`config.mk`:
```
export PLATFORM = sky130hd
export DESIGN_NAME = dio_channel_cond
export DESIGN_NICKNAME = d
export VERILOG_FILES = /design/src/include/dio_pkg.sv /design/src/hdl/dio_channel_cond.sv
export SDC_FILE = /design/constraint.sdc
export NUM_CORES = 2
export LEC_CHECK = 0
export BUFFER_PORTS_ARGS = -buffer_cell sky130_fd_sc_hd__buf_2
export CORE_ASPECT_RATIO = 0.8
export CORE_MARGIN = 1.5
export CORE_UTILIZATION = 65
export CTS_CLUSTER_DIAMETER = 30
export DETAILED_ROUTE_END_ITERATION = 16
export HOLD_SLACK_MARGIN = 0.15
export PLACE_DENSITY = 0.84
export SLEW_MARGIN = 20
export SYNTH_ARGS = -nofsm -noshare
export SYNTH_HDL_FRONTEND = slang
export SYNTH_SLANG_ARGS = --single-unit
```
`constraint.sdc`:
```
create_clock -name clock -period 6 [get_ports clock]
set_input_delay 0.9 -clock clock [delete_from_list [all_inputs] [get_ports clock]]
set_output_delay 0.9 -clock clock [all_outputs]
set_load 0.03 [all_outputs]
```
`src/include/dio_pkg.sv`:
```
// constants, register map and enumerations of the digital i/o conditioning block
// assumes a 250 MHz system clock; times are kept in microseconds
package dio_pkg;

  // clock rate and the times that the conditioning stages use
  localparam int CLK_MHZ = 250;
  localparam int FILT_T0_US = 100;
  localparam int FILT_T1_US = 1000;
  localparam int FILT_T2_US = 10000;
  localparam int FILT_T3_US = 20000;
  localparam int EXT_T0_US = 1000;
  localparam int EXT_T1_US = 15000;
  localparam int EXT_T2_US = 100000;
  localparam int EXT_T3_US = 200000;
  localparam int INRUSH_T_US = 100000;

  // the same times as clock cycles
  localparam int FILT_CYC0 = FILT_T0_US * CLK_MHZ;
  localparam int FILT_CYC1 = FILT_T1_US * CLK_MHZ;
  localparam int FILT_CYC2 = FILT_T2_US * CLK_MHZ;
  localparam int FILT_CYC3 = FILT_T3_US * CLK_MHZ;
  localparam int EXT_CYC0 = EXT_T0_US * CLK_MHZ;
  localparam int EXT_CYC1 = EXT_T1_US * CLK_MHZ;
  localparam int EXT_CYC2 = EXT_T2_US * CLK_MHZ;
  localparam int EXT_CYC3 = EXT_T3_US * CLK_MHZ;
  localparam int INRUSH_CYC = INRUSH_T_US * CLK_MHZ;

  // register byte offsets
  localparam logic [7:0] ADDR_CTRL = 8'h00;
  localparam logic [7:0] ADDR_OPEN_EN = 8'h04;
  localparam logic [7:0] ADDR_FAULT_ACT = 8'h08;
  localparam logic [7:0] ADDR_IDLE_ACT = 8'h0C;
  localparam logic [7:0] ADDR_SUPPLY_ERR = 8'h10;
  localparam logic [7:0] ADDR_SHORT_ERR = 8'h14;
  localparam logic [7:0] ADDR_OPEN_ERR = 8'h18;
  localparam logic [7:0] ADDR_IN_STATE = 8'h1C;
  localparam logic [7:0] ADDR_IRQ_STAT = 8'h20;
  localparam logic [7:0] ADDR_IRQ_MASK = 8'h24;

  // control register fields
  localparam int CTRL_W = 10;
  localparam int CTRL_SUPPLY_EN = 0;
  localparam int CTRL_INRUSH_EN = 1;
  localparam int CTRL_FILT_LSB = 2;
  localparam int CTRL_EXT_LSB = 4;
  localparam int CTRL_LOAD_EN = 6;
  localparam int CTRL_MANUAL = 7;
  localparam int CTRL_SW_PRIO = 8;
  localparam int CTRL_SYS_HOLD = 9;
  localparam logic [CTRL_W-1:0] CTRL_RESET = 10'h155;

  // interrupt status and mask fields
  localparam int IRQ_W = 5;
  localparam int IRQ_SUPPLY = 0;
  localparam int IRQ_SHORT = 1;
  localparam int IRQ_OPEN = 2;
  localparam int IRQ_COMM_FAULT = 3;
  localparam int IRQ_COMM_IDLE = 4;
  localparam logic [IRQ_W-1:0] IRQ_MASK_RESET = 5'h00;

  // per-channel output action on fault or idle
  typedef enum logic [1:0] {
    DIO_ACT_CLEAR,
    DIO_ACT_HOLD,
    DIO_ACT_DRIVE_HIGH_OVERRIDE
  } dio_act_t;

endpackage

```
`src/hdl/dio_channel_cond.sv`:
```
// digital i/o channel conditioning: input filter and extension, short and open
// detection with recovery, output actions on fieldbus fault or idle, ahb-lite registers
// assumes one clock, synchronous sense inputs and a single ahb-lite master
//
// Contract
// - supply short raises error only when enabled
// - inrush filter masks overcurrent 100 ms after power-up
// - ignore input changes shorter than filter time
// - hold detected input state for extension time
// - load short raises error only when enabled
// - auto recovery clears error once short gone
// - manual recovery latches error until power-up; the code also clears it when load short detection is disabled
// - per-channel open detection, disabled by default
// - comm fault: clear, hold or force output on
// - comm idle: clear, hold or force output on
// - channel actions only under software priority setting
`timescale 1ns/10ps

module dio_channel_cond
  import dio_pkg::*;
#(
  parameter int NUM_IN = 8,
  parameter int NUM_OUT = 8,
  parameter int unsigned FILT_CYC_0 = FILT_CYC0,
  parameter int unsigned FILT_CYC_1 = FILT_CYC1,
  parameter int unsigned FILT_CYC_2 = FILT_CYC2,
  parameter int unsigned FILT_CYC_3 = FILT_CYC3,
  parameter int unsigned EXT_CYC_0 = EXT_CYC0,
  parameter int unsigned EXT_CYC_1 = EXT_CYC1,
  parameter int unsigned EXT_CYC_2 = EXT_CYC2,
  parameter int unsigned EXT_CYC_3 = EXT_CYC3,
  parameter int unsigned INRUSH_CYCLES = INRUSH_CYC
) (
  input wire logic clock,
  input wire logic rst,
  // ahb-lite slave
  input wire logic hsel,
  input wire logic [31:0] haddr,
  input wire logic [1:0] htrans,
  input wire logic hwrite,
  input wire logic [2:0] hsize,
  input wire logic [31:0] hwdata,
  input wire logic hready,
  output logic hreadyout,
  output logic [31:0] hrdata,
  output logic hresp,
  // field side
  input wire logic [NUM_IN-1:0] fieldIn,
  input wire logic supplyShort,
  input wire logic [NUM_OUT-1:0] loadShort,
  input wire logic [NUM_OUT-1:0] openLoad,
  output logic [NUM_OUT-1:0] fieldOut,
  // fieldbus side
  input wire logic [NUM_OUT-1:0] processData,
  input wire logic commFault,
  input wire logic commIdle,
  output logic [NUM_IN-1:0] inState,
  output logic irq
);

  // whole state of the block
  typedef struct packed {
    // bus data phase
    logic hreadyOut;
    logic resp;
    logic [31:0] rdata;
    logic dpWrite;
    logic [7:0] dpAddr;

    // configuration registers
    logic [CTRL_W-1:0] ctrl;
    logic [NUM_OUT-1:0] openEn;
    logic [2*NUM_OUT-1:0] faultAct;
    logic [2*NUM_OUT-1:0] idleAct;

    // input conditioning per channel
    logic [NUM_IN-1:0] fltStable;
    logic [NUM_IN-1:0][31:0] fltCnt;
    logic [NUM_IN-1:0] inHeld;
    logic [NUM_IN-1:0][31:0] extCnt;

    // power-up window
    logic [31:0] inrushCnt;
    logic inrushDone;

    // diagnostics
    logic supplyErr;
    logic [NUM_OUT-1:0] shortErr;
    logic [NUM_OUT-1:0] openErr;

    // field outputs and link history
    logic [NUM_OUT-1:0] outVal;
    logic commFaultPrev;
    logic commIdlePrev;

    // interrupts
    logic [IRQ_W-1:0] irqStat;
    logic [IRQ_W-1:0] irqMask;
    logic irq;
  } dio_state_t;

  dio_state_t st_reg;
  dio_state_t st_next;

  // resolve one channel action against the channel's current output value
  function automatic logic apply_act(input logic [1:0] act, input logic cur);
    logic res;
    res = 1'b0;
    case (act)
      DIO_ACT_CLEAR: res = 1'b0;
      DIO_ACT_HOLD: res = cur;
      DIO_ACT_DRIVE_HIGH_OVERRIDE: res = 1'b1;
      default: res = 1'b0;
    endcase
    return res;
  endfunction

  // read mux over the current state
  function automatic logic [31:0] read_reg(input dio_state_t s, input logic [7:0] a);
    logic [31:0] v;
    v = 32'h0000_0000;
    case (a)
      ADDR_CTRL: v = 32'(s.ctrl);
      ADDR_OPEN_EN: v = 32'(s.openEn);
      ADDR_FAULT_ACT: v = 32'(s.faultAct);
      ADDR_IDLE_ACT: v = 32'(s.idleAct);
      ADDR_SUPPLY_ERR: v = 32'(s.supplyErr);
      ADDR_SHORT_ERR: v = 32'(s.shortErr);
      ADDR_OPEN_ERR: v = 32'(s.openErr);
      ADDR_IN_STATE: v = 32'(s.inHeld);
      ADDR_IRQ_STAT: v = 32'(s.irqStat);
      ADDR_IRQ_MASK: v = 32'(s.irqMask);
      default: v = 32'h0000_0000;
    endcase
    return v;
  endfunction

  // next-state logic for bus, conditioning, diagnostics and outputs
  always_comb begin
    logic [31:0] filtLim;
    logic [31:0] extLim;
    logic [IRQ_W-1:0] irqClr;
    logic [IRQ_W-1:0] irqEv;
    logic detActive;
    logic loadEn;
    logic manual;
    logic [1:0] act;

    // scratch values set to defaults on every pass (filter and extension lengths to one, the rest to zero)
    filtLim = 32'h0000_0001;
    extLim = 32'h0000_0001;
    irqClr = '0;
    irqEv = '0;
    detActive = 1'b0;
    loadEn = 1'b0;
    manual = 1'b0;
    act = 2'b00;

    // every field keeps its value unless set below
    st_next = st_reg;

    // zero-wait slave: always ready, always okay
    st_next.hreadyOut = 1'b1;
    st_next.resp = 1'b0;

    // data phase of a write lands here
    if (st_reg.dpWrite) begin
      case (st_reg.dpAddr)
        ADDR_CTRL: st_next.ctrl = hwdata[CTRL_W-1:0];
        ADDR_OPEN_EN: st_next.openEn = hwdata[NUM_OUT-1:0];
        ADDR_FAULT_ACT: st_next.faultAct = hwdata[2*NUM_OUT-1:0];
        ADDR_IDLE_ACT: st_next.idleAct = hwdata[2*NUM_OUT-1:0];
        ADDR_IRQ_STAT: irqClr = hwdata[IRQ_W-1:0];
        ADDR_IRQ_MASK: st_next.irqMask = hwdata[IRQ_W-1:0];
        default: irqClr = '0; // unmapped or read-only: ignored
      endcase
    end

    // address phase: capture the transfer, read data stands in the data phase
    if (hsel && hready && htrans[1]) begin
      st_next.dpWrite = hwrite;
      st_next.dpAddr = haddr[7:0];
      st_next.rdata = hwrite ? 32'h0000_0000 : read_reg(st_reg, haddr[7:0]);
    end else begin
      st_next.dpWrite = 1'b0;
    end

    // select filter and extension lengths
    case (st_reg.ctrl[CTRL_FILT_LSB +: 2])
      2'b00: filtLim = 32'(FILT_CYC_0);
      2'b01: filtLim = 32'(FILT_CYC_1);
      2'b10: filtLim = 32'(FILT_CYC_2);
      2'b11: filtLim = 32'(FILT_CYC_3);
      default: filtLim = 32'(FILT_CYC_1);
    endcase
    case (st_reg.ctrl[CTRL_EXT_LSB +: 2])
      2'b00: extLim = 32'(EXT_CYC_0);
      2'b01: extLim = 32'(EXT_CYC_1);
      2'b10: extLim = 32'(EXT_CYC_2);
      2'b11: extLim = 32'(EXT_CYC_3);
      default: extLim = 32'(EXT_CYC_1);
    endcase

    // input glitch filter and pulse extension per channel
    for (int i = 0; i < NUM_IN; i++) begin
      // a change must persist for the filter length
      if (fieldIn[i] == st_reg.fltStable[i]) begin
        st_next.fltCnt[i] = 32'h0000_0000;
      end else if (st_reg.fltCnt[i] >= filtLim - 32'h0000_0001) begin
        st_next.fltStable[i] = fieldIn[i];
        st_next.fltCnt[i] = 32'h0000_0000;
      end else begin
        st_next.fltCnt[i] = st_reg.fltCnt[i] + 32'h0000_0001;
      end
      // a new state is held for the extension length
      if (st_reg.extCnt[i] != 32'h0000_0000) begin
        st_next.extCnt[i] = st_reg.extCnt[i] - 32'h0000_0001;
      end else if (st_reg.inHeld[i] != st_reg.fltStable[i]) begin
        st_next.inHeld[i] = st_reg.fltStable[i];
        st_next.extCnt[i] = extLim - 32'h0000_0001;
      end
    end

    // inrush window counted from power-up (reset release)
    if (!st_reg.inrushDone) begin
      st_next.inrushCnt = st_reg.inrushCnt + 32'h0000_0001;
      if (st_reg.inrushCnt >= 32'(INRUSH_CYCLES) - 32'h0000_0001) begin
        st_next.inrushDone = 1'b1;
      end
    end

    // overcurrent detection gate
    detActive = !st_reg.ctrl[CTRL_INRUSH_EN] || st_reg.inrushDone;

    // supply short error follows the sense line while enabled
    st_next.supplyErr = st_reg.ctrl[CTRL_SUPPLY_EN] & supplyShort;

    // load short per channel, with auto or latched recovery
    loadEn = st_reg.ctrl[CTRL_LOAD_EN];
    manual = st_reg.ctrl[CTRL_MANUAL];
    for (int i = 0; i < NUM_OUT; i++) begin
      st_next.shortErr[i] = loadEn & ((loadShort[i] & detActive) |
                                      (manual & st_reg.shortErr[i]));
    end

    // open load error per channel, only where enabled
    for (int i = 0; i < NUM_OUT; i++) begin
      st_next.openErr[i] = st_reg.openEn[i] & openLoad[i];
    end

    // field outputs: received data, or the fault/idle action
    for (int i = 0; i < NUM_OUT; i++) begin
      // fault outranks idle
      if (commFault) begin
        if (st_reg.ctrl[CTRL_SW_PRIO]) begin
          act = st_reg.faultAct[2*i +: 2];
        end else begin
          act = st_reg.ctrl[CTRL_SYS_HOLD] ? DIO_ACT_HOLD : DIO_ACT_CLEAR;
        end
        st_next.outVal[i] = apply_act(act, st_reg.outVal[i]);
      end else if (commIdle) begin
        if (st_reg.ctrl[CTRL_SW_PRIO]) begin
          act = st_reg.idleAct[2*i +: 2];
        end else begin
          act = st_reg.ctrl[CTRL_SYS_HOLD] ? DIO_ACT_HOLD : DIO_ACT_CLEAR;
        end
        st_next.outVal[i] = apply_act(act, st_reg.outVal[i]);
      end else begin
        st_next.outVal[i] = processData[i];
      end
    end

    // link state history for edge detection
    st_next.commFaultPrev = commFault;
    st_next.commIdlePrev = commIdle;

    // interrupt events: rising edges of errors and link states
    irqEv[IRQ_SUPPLY] = st_next.supplyErr & ~st_reg.supplyErr;
    irqEv[IRQ_SHORT] = |(st_next.shortErr & ~st_reg.shortErr);
    irqEv[IRQ_OPEN] = |(st_next.openErr & ~st_reg.openErr);
    irqEv[IRQ_COMM_FAULT] = commFault & ~st_reg.commFaultPrev;
    irqEv[IRQ_COMM_IDLE] = commIdle & ~st_reg.commIdlePrev;

    // sticky status, a new event wins over a write-one clear
    st_next.irqStat = (st_reg.irqStat & ~irqClr) | irqEv;
    st_next.irq = |(st_next.irqStat & st_next.irqMask);
  end

  // state register, synchronous reset stands for power-up
  always_ff @(posedge clock) begin
    if (rst) begin
      // bus side
      st_reg.hreadyOut <= 1'b1;
      st_reg.resp <= 1'b0;
      st_reg.rdata <= 32'h0000_0000;
      st_reg.dpWrite <= 1'b0;
      st_reg.dpAddr <= 8'h00;

      // configuration
      st_reg.ctrl <= CTRL_RESET;
      st_reg.openEn <= '0;
      st_reg.faultAct <= '0;
      st_reg.idleAct <= '0;

      // input conditioning
      st_reg.fltStable <= '0;
      st_reg.fltCnt <= '0;
      st_reg.inHeld <= '0;
      st_reg.extCnt <= '0;

      // power-up window restarts
      st_reg.inrushCnt <= 32'h0000_0000;
      st_reg.inrushDone <= 1'b0;

      // diagnostics, latched shorts included
      st_reg.supplyErr <= 1'b0;
      st_reg.shortErr <= '0;
      st_reg.openErr <= '0;

      // field outputs and link history
      st_reg.outVal <= '0;
      st_reg.commFaultPrev <= 1'b0;
      st_reg.commIdlePrev <= 1'b0;

      // interrupts
      st_reg.irqStat <= '0;
      st_reg.irqMask <= IRQ_MASK_RESET;
      st_reg.irq <= 1'b0;
    end else begin
      st_reg <= st_next;
    end
  end

  // outputs straight from the state register
  assign hreadyout = st_reg.hreadyOut;
  assign hrdata = st_reg.rdata;
  assign hresp = st_reg.resp;
  assign fieldOut = st_reg.outVal;
  assign inState = st_reg.inHeld;
  assign irq = st_reg.irq;

endmodule

```
### Word level (Yosys, flattened, before mapping)

Index checks and enable logic that the tools add are counted.

| cells by class | value |
|---|---|
| equal/unequal tests | 84 |
| mux-type cells | 99 |
| add/subtract/negate cells | 19 |
| reduce and logical (&&, ||, !) cells | 64 |
| magnitude comparators | 9 |
| bitwise logic cells | 72 |

Operators with widths:

| cell | count |
|---|---|
| $mux W32 | 17 |
| $sub A32 B1 Y32 const B | 10 |
| $add A32 B1 Y32 const B | 9 |
| $ge A32 B32 Y1 | 8 |
| $pmux W32 S4 | 2 |
| $reduce_bool A32 Y1 | 8 |
| $pmux W16 S10 | 1 |
| $mux W2 | 40 |
| $reduce_and A2 Y1 | 28 |
| $eq A2 B2 Y1 const B | 20 |
| $and A1 B1 Y1 | 36 |
| $eq A2 B1 Y1 const B | 18 |
| $eq A8 B4 Y1 const B | 4 |
| $eq A8 B5 Y1 const B | 4 |
| $eq A8 B6 Y1 const B | 4 |
| $ge A32 B25 Y1 const B | 1 |
| $pmux W1 S2 | 16 |
| $ne A3 B3 Y1 const B | 8 |
| $reduce_or A3 Y1 | 8 |
| $mux W5 | 4 |
| $not A1 Y1 | 20 |
| $mux W1 | 19 |
| $and A8 B8 Y8 | 2 |
| $eq A8 B3 Y1 const B | 2 |
| other kinds (17) | 58 |

| word-level totals | value |
|---|---|
| register bits | 692 |
| output and inout bits | 51 |
| word-level logic and storage cells | 406 |
| input port bits | 109 |

### Depth between registers and ports, before layout

| logic depth | value |
|---|---|
| depth in word-level cells | 10 |
| mapped depth | 12 |
| depth with buffers taken out | 10 |

### Worst setup path after synthesis

No wires, ideal clock.

| path | value |
|---|---|
| path kind | register -> register |
| from | register st_reg[642] (netlist bit) |
| to | register st_reg[384] (netlist bit) |
| setup time | 128 ps |
| required time | 5872 ps |
| cell stages (with the launch flop) | 13 |
| period minus slack after synthesis | 3460 ps |
| path slack | 2540 ps |
| data arrival time | 3332 ps |
| path buffers | 2 |
| path through | dfxtp_1 > inv_1 > ha_1 > inv_1 > ha_1 > and3_1 > nand3_1 > or4b_2 > o211ai_1 > or3_1 > clkbuf_1 > clkbuf_1 > nor2_1 |

| between the ends | value |
|---|---|
| cells in the longest elaborated chain, start to end | 5 |
| elaborated cells on any way between the ends | 8 |
| classes of those cells | add/sub (1); order compare (1); eq/ne (3); mux (1); reduce/logical (2) |

RTL lines:

| element | line | source |
|---|---|---|
| start, declared | dio_channel_cond.sv:102 | `dio_state_t st_reg;` |
| $eq A2 B2 Y1, or another cell as far along | dio_channel_cond.sv:189 | `case (st_reg.ctrl[CTRL_FILT_LSB +: 2])` |
| $pmux W32 S4 (*) | dio_channel_cond.sv:189 |  |
| $sub A32 B1 Y32 (*) | dio_channel_cond.sv:209 | `end else if (st_reg.fltCnt[i] >= filtLim - 32'h0000_0001) begin` |
| $ge A32 B32 Y1 (*) | dio_channel_cond.sv:209 |  |
| $reduce_or A3 Y1 (no line) (*) | - |  |

Every way passes the cells marked *; elsewhere a longest branch is shown, timed or not. The select of a mux whose other input is x is not followed.
A chain may end at the register's enable or synchronous reset.

### Final worst setup path

Ends and elaborated chain as after synthesis.

==> metrics.txt <==
worst flop-to-flop path endpoint st_reg[384]; most frequent cells in the layout dfxtp_1, nor2_1, nand2_1, a21oi_1, ha_1; placed wire-length estimate between 50 and 60 mm; reg2reg start st_reg[642]; Tmin final 4.70 ns; row count 74; power density over the cells 468 nW/um^2; Yosys top cell area share ~40%; RSZ-0062 raised after global routing false; fin crit share 78.3%; Initial DRC Count 3,428; Net Switching 6.52 mW; Main synth FF type dfxtp_1; CTS tree done; grt ovf 0; die width 258 um; count of cell types in the netlist 83; WL/cell 17.7 um; Sum Neg Setup Slack 0 ns; Initial DRT Pass Iterations 7; Die Y 207 um; layout cell share with drive strength beyond 1 9.33%; post-cts resize count 0; Clock Root Buffer clkbuf_16; Final Setup Violations 0; Routed Antenna Nets 0; num ports 160; Least-Margin Pin Slew between 1 and 1.5 ns; DP Worst Slack 1.51 ns; setup ws final 1.30 ns; post-synthesis sequential area ratio 39.8%; Clk pwr share 36.9%; clock slew at reported path FFs 0.06 ns; Initial Util 66.1%; top area cells in the synthesized netlist dfxtp_1, ha_1, nor2_1; Max Slew Vio Count 0; Int Pwr 11.6 mW; overall power after layout 18.2 mW; core area 51,300 um^2; Reg2Reg Depth 10; crit path max fanout 25; Synth Cell Area roughly 34,000 um^2; status finished, final reports clean; Cells after Synth 3,952; dominant cell type by area after synthesis dfxtp_1; vias per cell 6.18; register share of total power 32.7%; initial antenna violation count 1; CP Data Required Time around 6.5 ns; YS warnings 0; crit path cell chain inv_1 -> buf_4 -> ha_1 -> clkinv_1 -> ha_1 -> and4_1 -> or4b_2 -> o211ai_1 -> or3_1 -> nor2_1; Nets ~4.4k; Final Hold Viols 0; CP Launch Type register; Endpoint, Worst Hold st_reg[559]; cts-stage hold buffer count 0; Max transition margin between 20% and 30%; vias 29.9k; WHS Path Cells 1; synthesized area per cell 8.58 um^2; Hold Path Class reg2reg; Crit path largest cell delay 0.87 ns; Num Clock Sinks 674; hold_sp st_reg[559]; Worst R2R Setup Slack 1.30 ns; asr flop ratio synth 0%; full die area 53,600 um^2; clk buf depth 3; crit path kind reg2reg; Max Fclk 0.213 GHz; routability cong. 0.933; commonest non-fill, non-tap cell in the layout dfxtp_1; Max stage delay cell, worst path clkinv_1; number of flip-flops in the largest register 641; post-route insts no fill 4,843; Critical Path Most Common Cell ha_1; crit path DAT between 5 and 6 ns; pin count of the biggest net entering global routing 190; Pleak 15.2 nW; switch share about 36%; H-tree Lvls 3; Total GRT Usage between 30% and 40%; Comb pwr share 30.4%; number of global-route vias before repair 28.0k; clock skew 0.0230 ns; first-pass GRT wire length 140 mm; Port Buffers 97; hold_ws about 0.45 ns; number of synthesized register bits 674; Placed Instances approximately 4.6k; n_diodes 0; Max VDD drop ~0.42 mV; Critical path origin st_reg[642]; clk_lat worst skew around 0.67 ns; max_cap viols 0; # DRC 0; synthesis-to-finish area growth 14.3%; CP Capture Type register; CTS buffer count 112; final WL 85.9 mm; post-CTS setup buffer count 0; Post-synth EDFFs 0
[layer usage]
metal	global-route usage, %	vias up	wire length [um]
li1	-	14379	-
met1	42.8	14022	37600
met2	49.3	1281	38700
met3	5.43	231	6920
met4	11.6	2	2700
met5	0	-	10
[logic make-up (layout without fill, tap and decap cells)]
group | Yosys count | after routing | share of synthesized area [%]
simple gates | 1737 | 1737 | 25.6
flops | 674 | 674 | 39.8
compound gates | 650 | 650 | 12.6
xor+xnor | 348 | 348 | 8.98
buf+inv | 280 | 399 | 3.72
fa+ha+maj | 200 | 200 | 7.38
mux | 61 | 61 | 1.94
other cells | 2 | 90 | 0.0221
[cells in the mapped netlist (73+ instances only)]
cell type	count
dfxtp_1	674
clkbuf_1	145
a211oi_1	86
o21ai_0	74
nand3_1	162
nor4_1	85
or3_1	73
xor2_1	184
ha_1	200
a21oi_1	216
nor3_1	185
nand2_1	320
nor2_1	546
xnor2_1	164
[power groups by stage]
stage	combinational (mW)	sequential [mW]	clock [mW]
after CTS	5.42	5.90	6.74
after global placement	5.17	5.94	0
final	5.52	5.93	6.70
after global routing	6.14	6.02	6.97
after floorplan	4.42	5.78	0
after detailed placement	5.32	5.96	0
[worst max-delay path: cells and delay by family, from the launching register on]
kind / cells / cell delay, ns
compound gates: 1 / 0.15
simple gates: 4 / 1.67
flops: 1 / 0.41
buf+inv: 3 / 1.32
fa+ha+maj: 2 / 0.95
[stage by stage]
step	instance area, um^2	utilization [%]
2_1_floorplan	34300	-
3_3_place_gp	34800	67.8
3_5_place_dp	34800	67.8
4_1_cts	38800	75.6
5_1_grt	38800	75.6
6_report	38800	75.6
[final cells by class]
class                   count  area (um^2)
well taps                 684          856
fillers                  3558        12500
flip-flops and latches    674        13500
clock buffers             128         2950
clock inverters            83         1040
multi-input cells        3086        19500
inverters                  71          267
repair buffers            117          658
[how the worst max path moves through the flow]
stage / end
final: st_reg[384]
after floorplan: st_reg[384]
after global routing: st_reg[404]
after CTS: st_reg[495]
after global placement: st_reg[403]
after detailed placement: st_reg[415]
No activity file was read; power rests on OpenSTA's default activity.
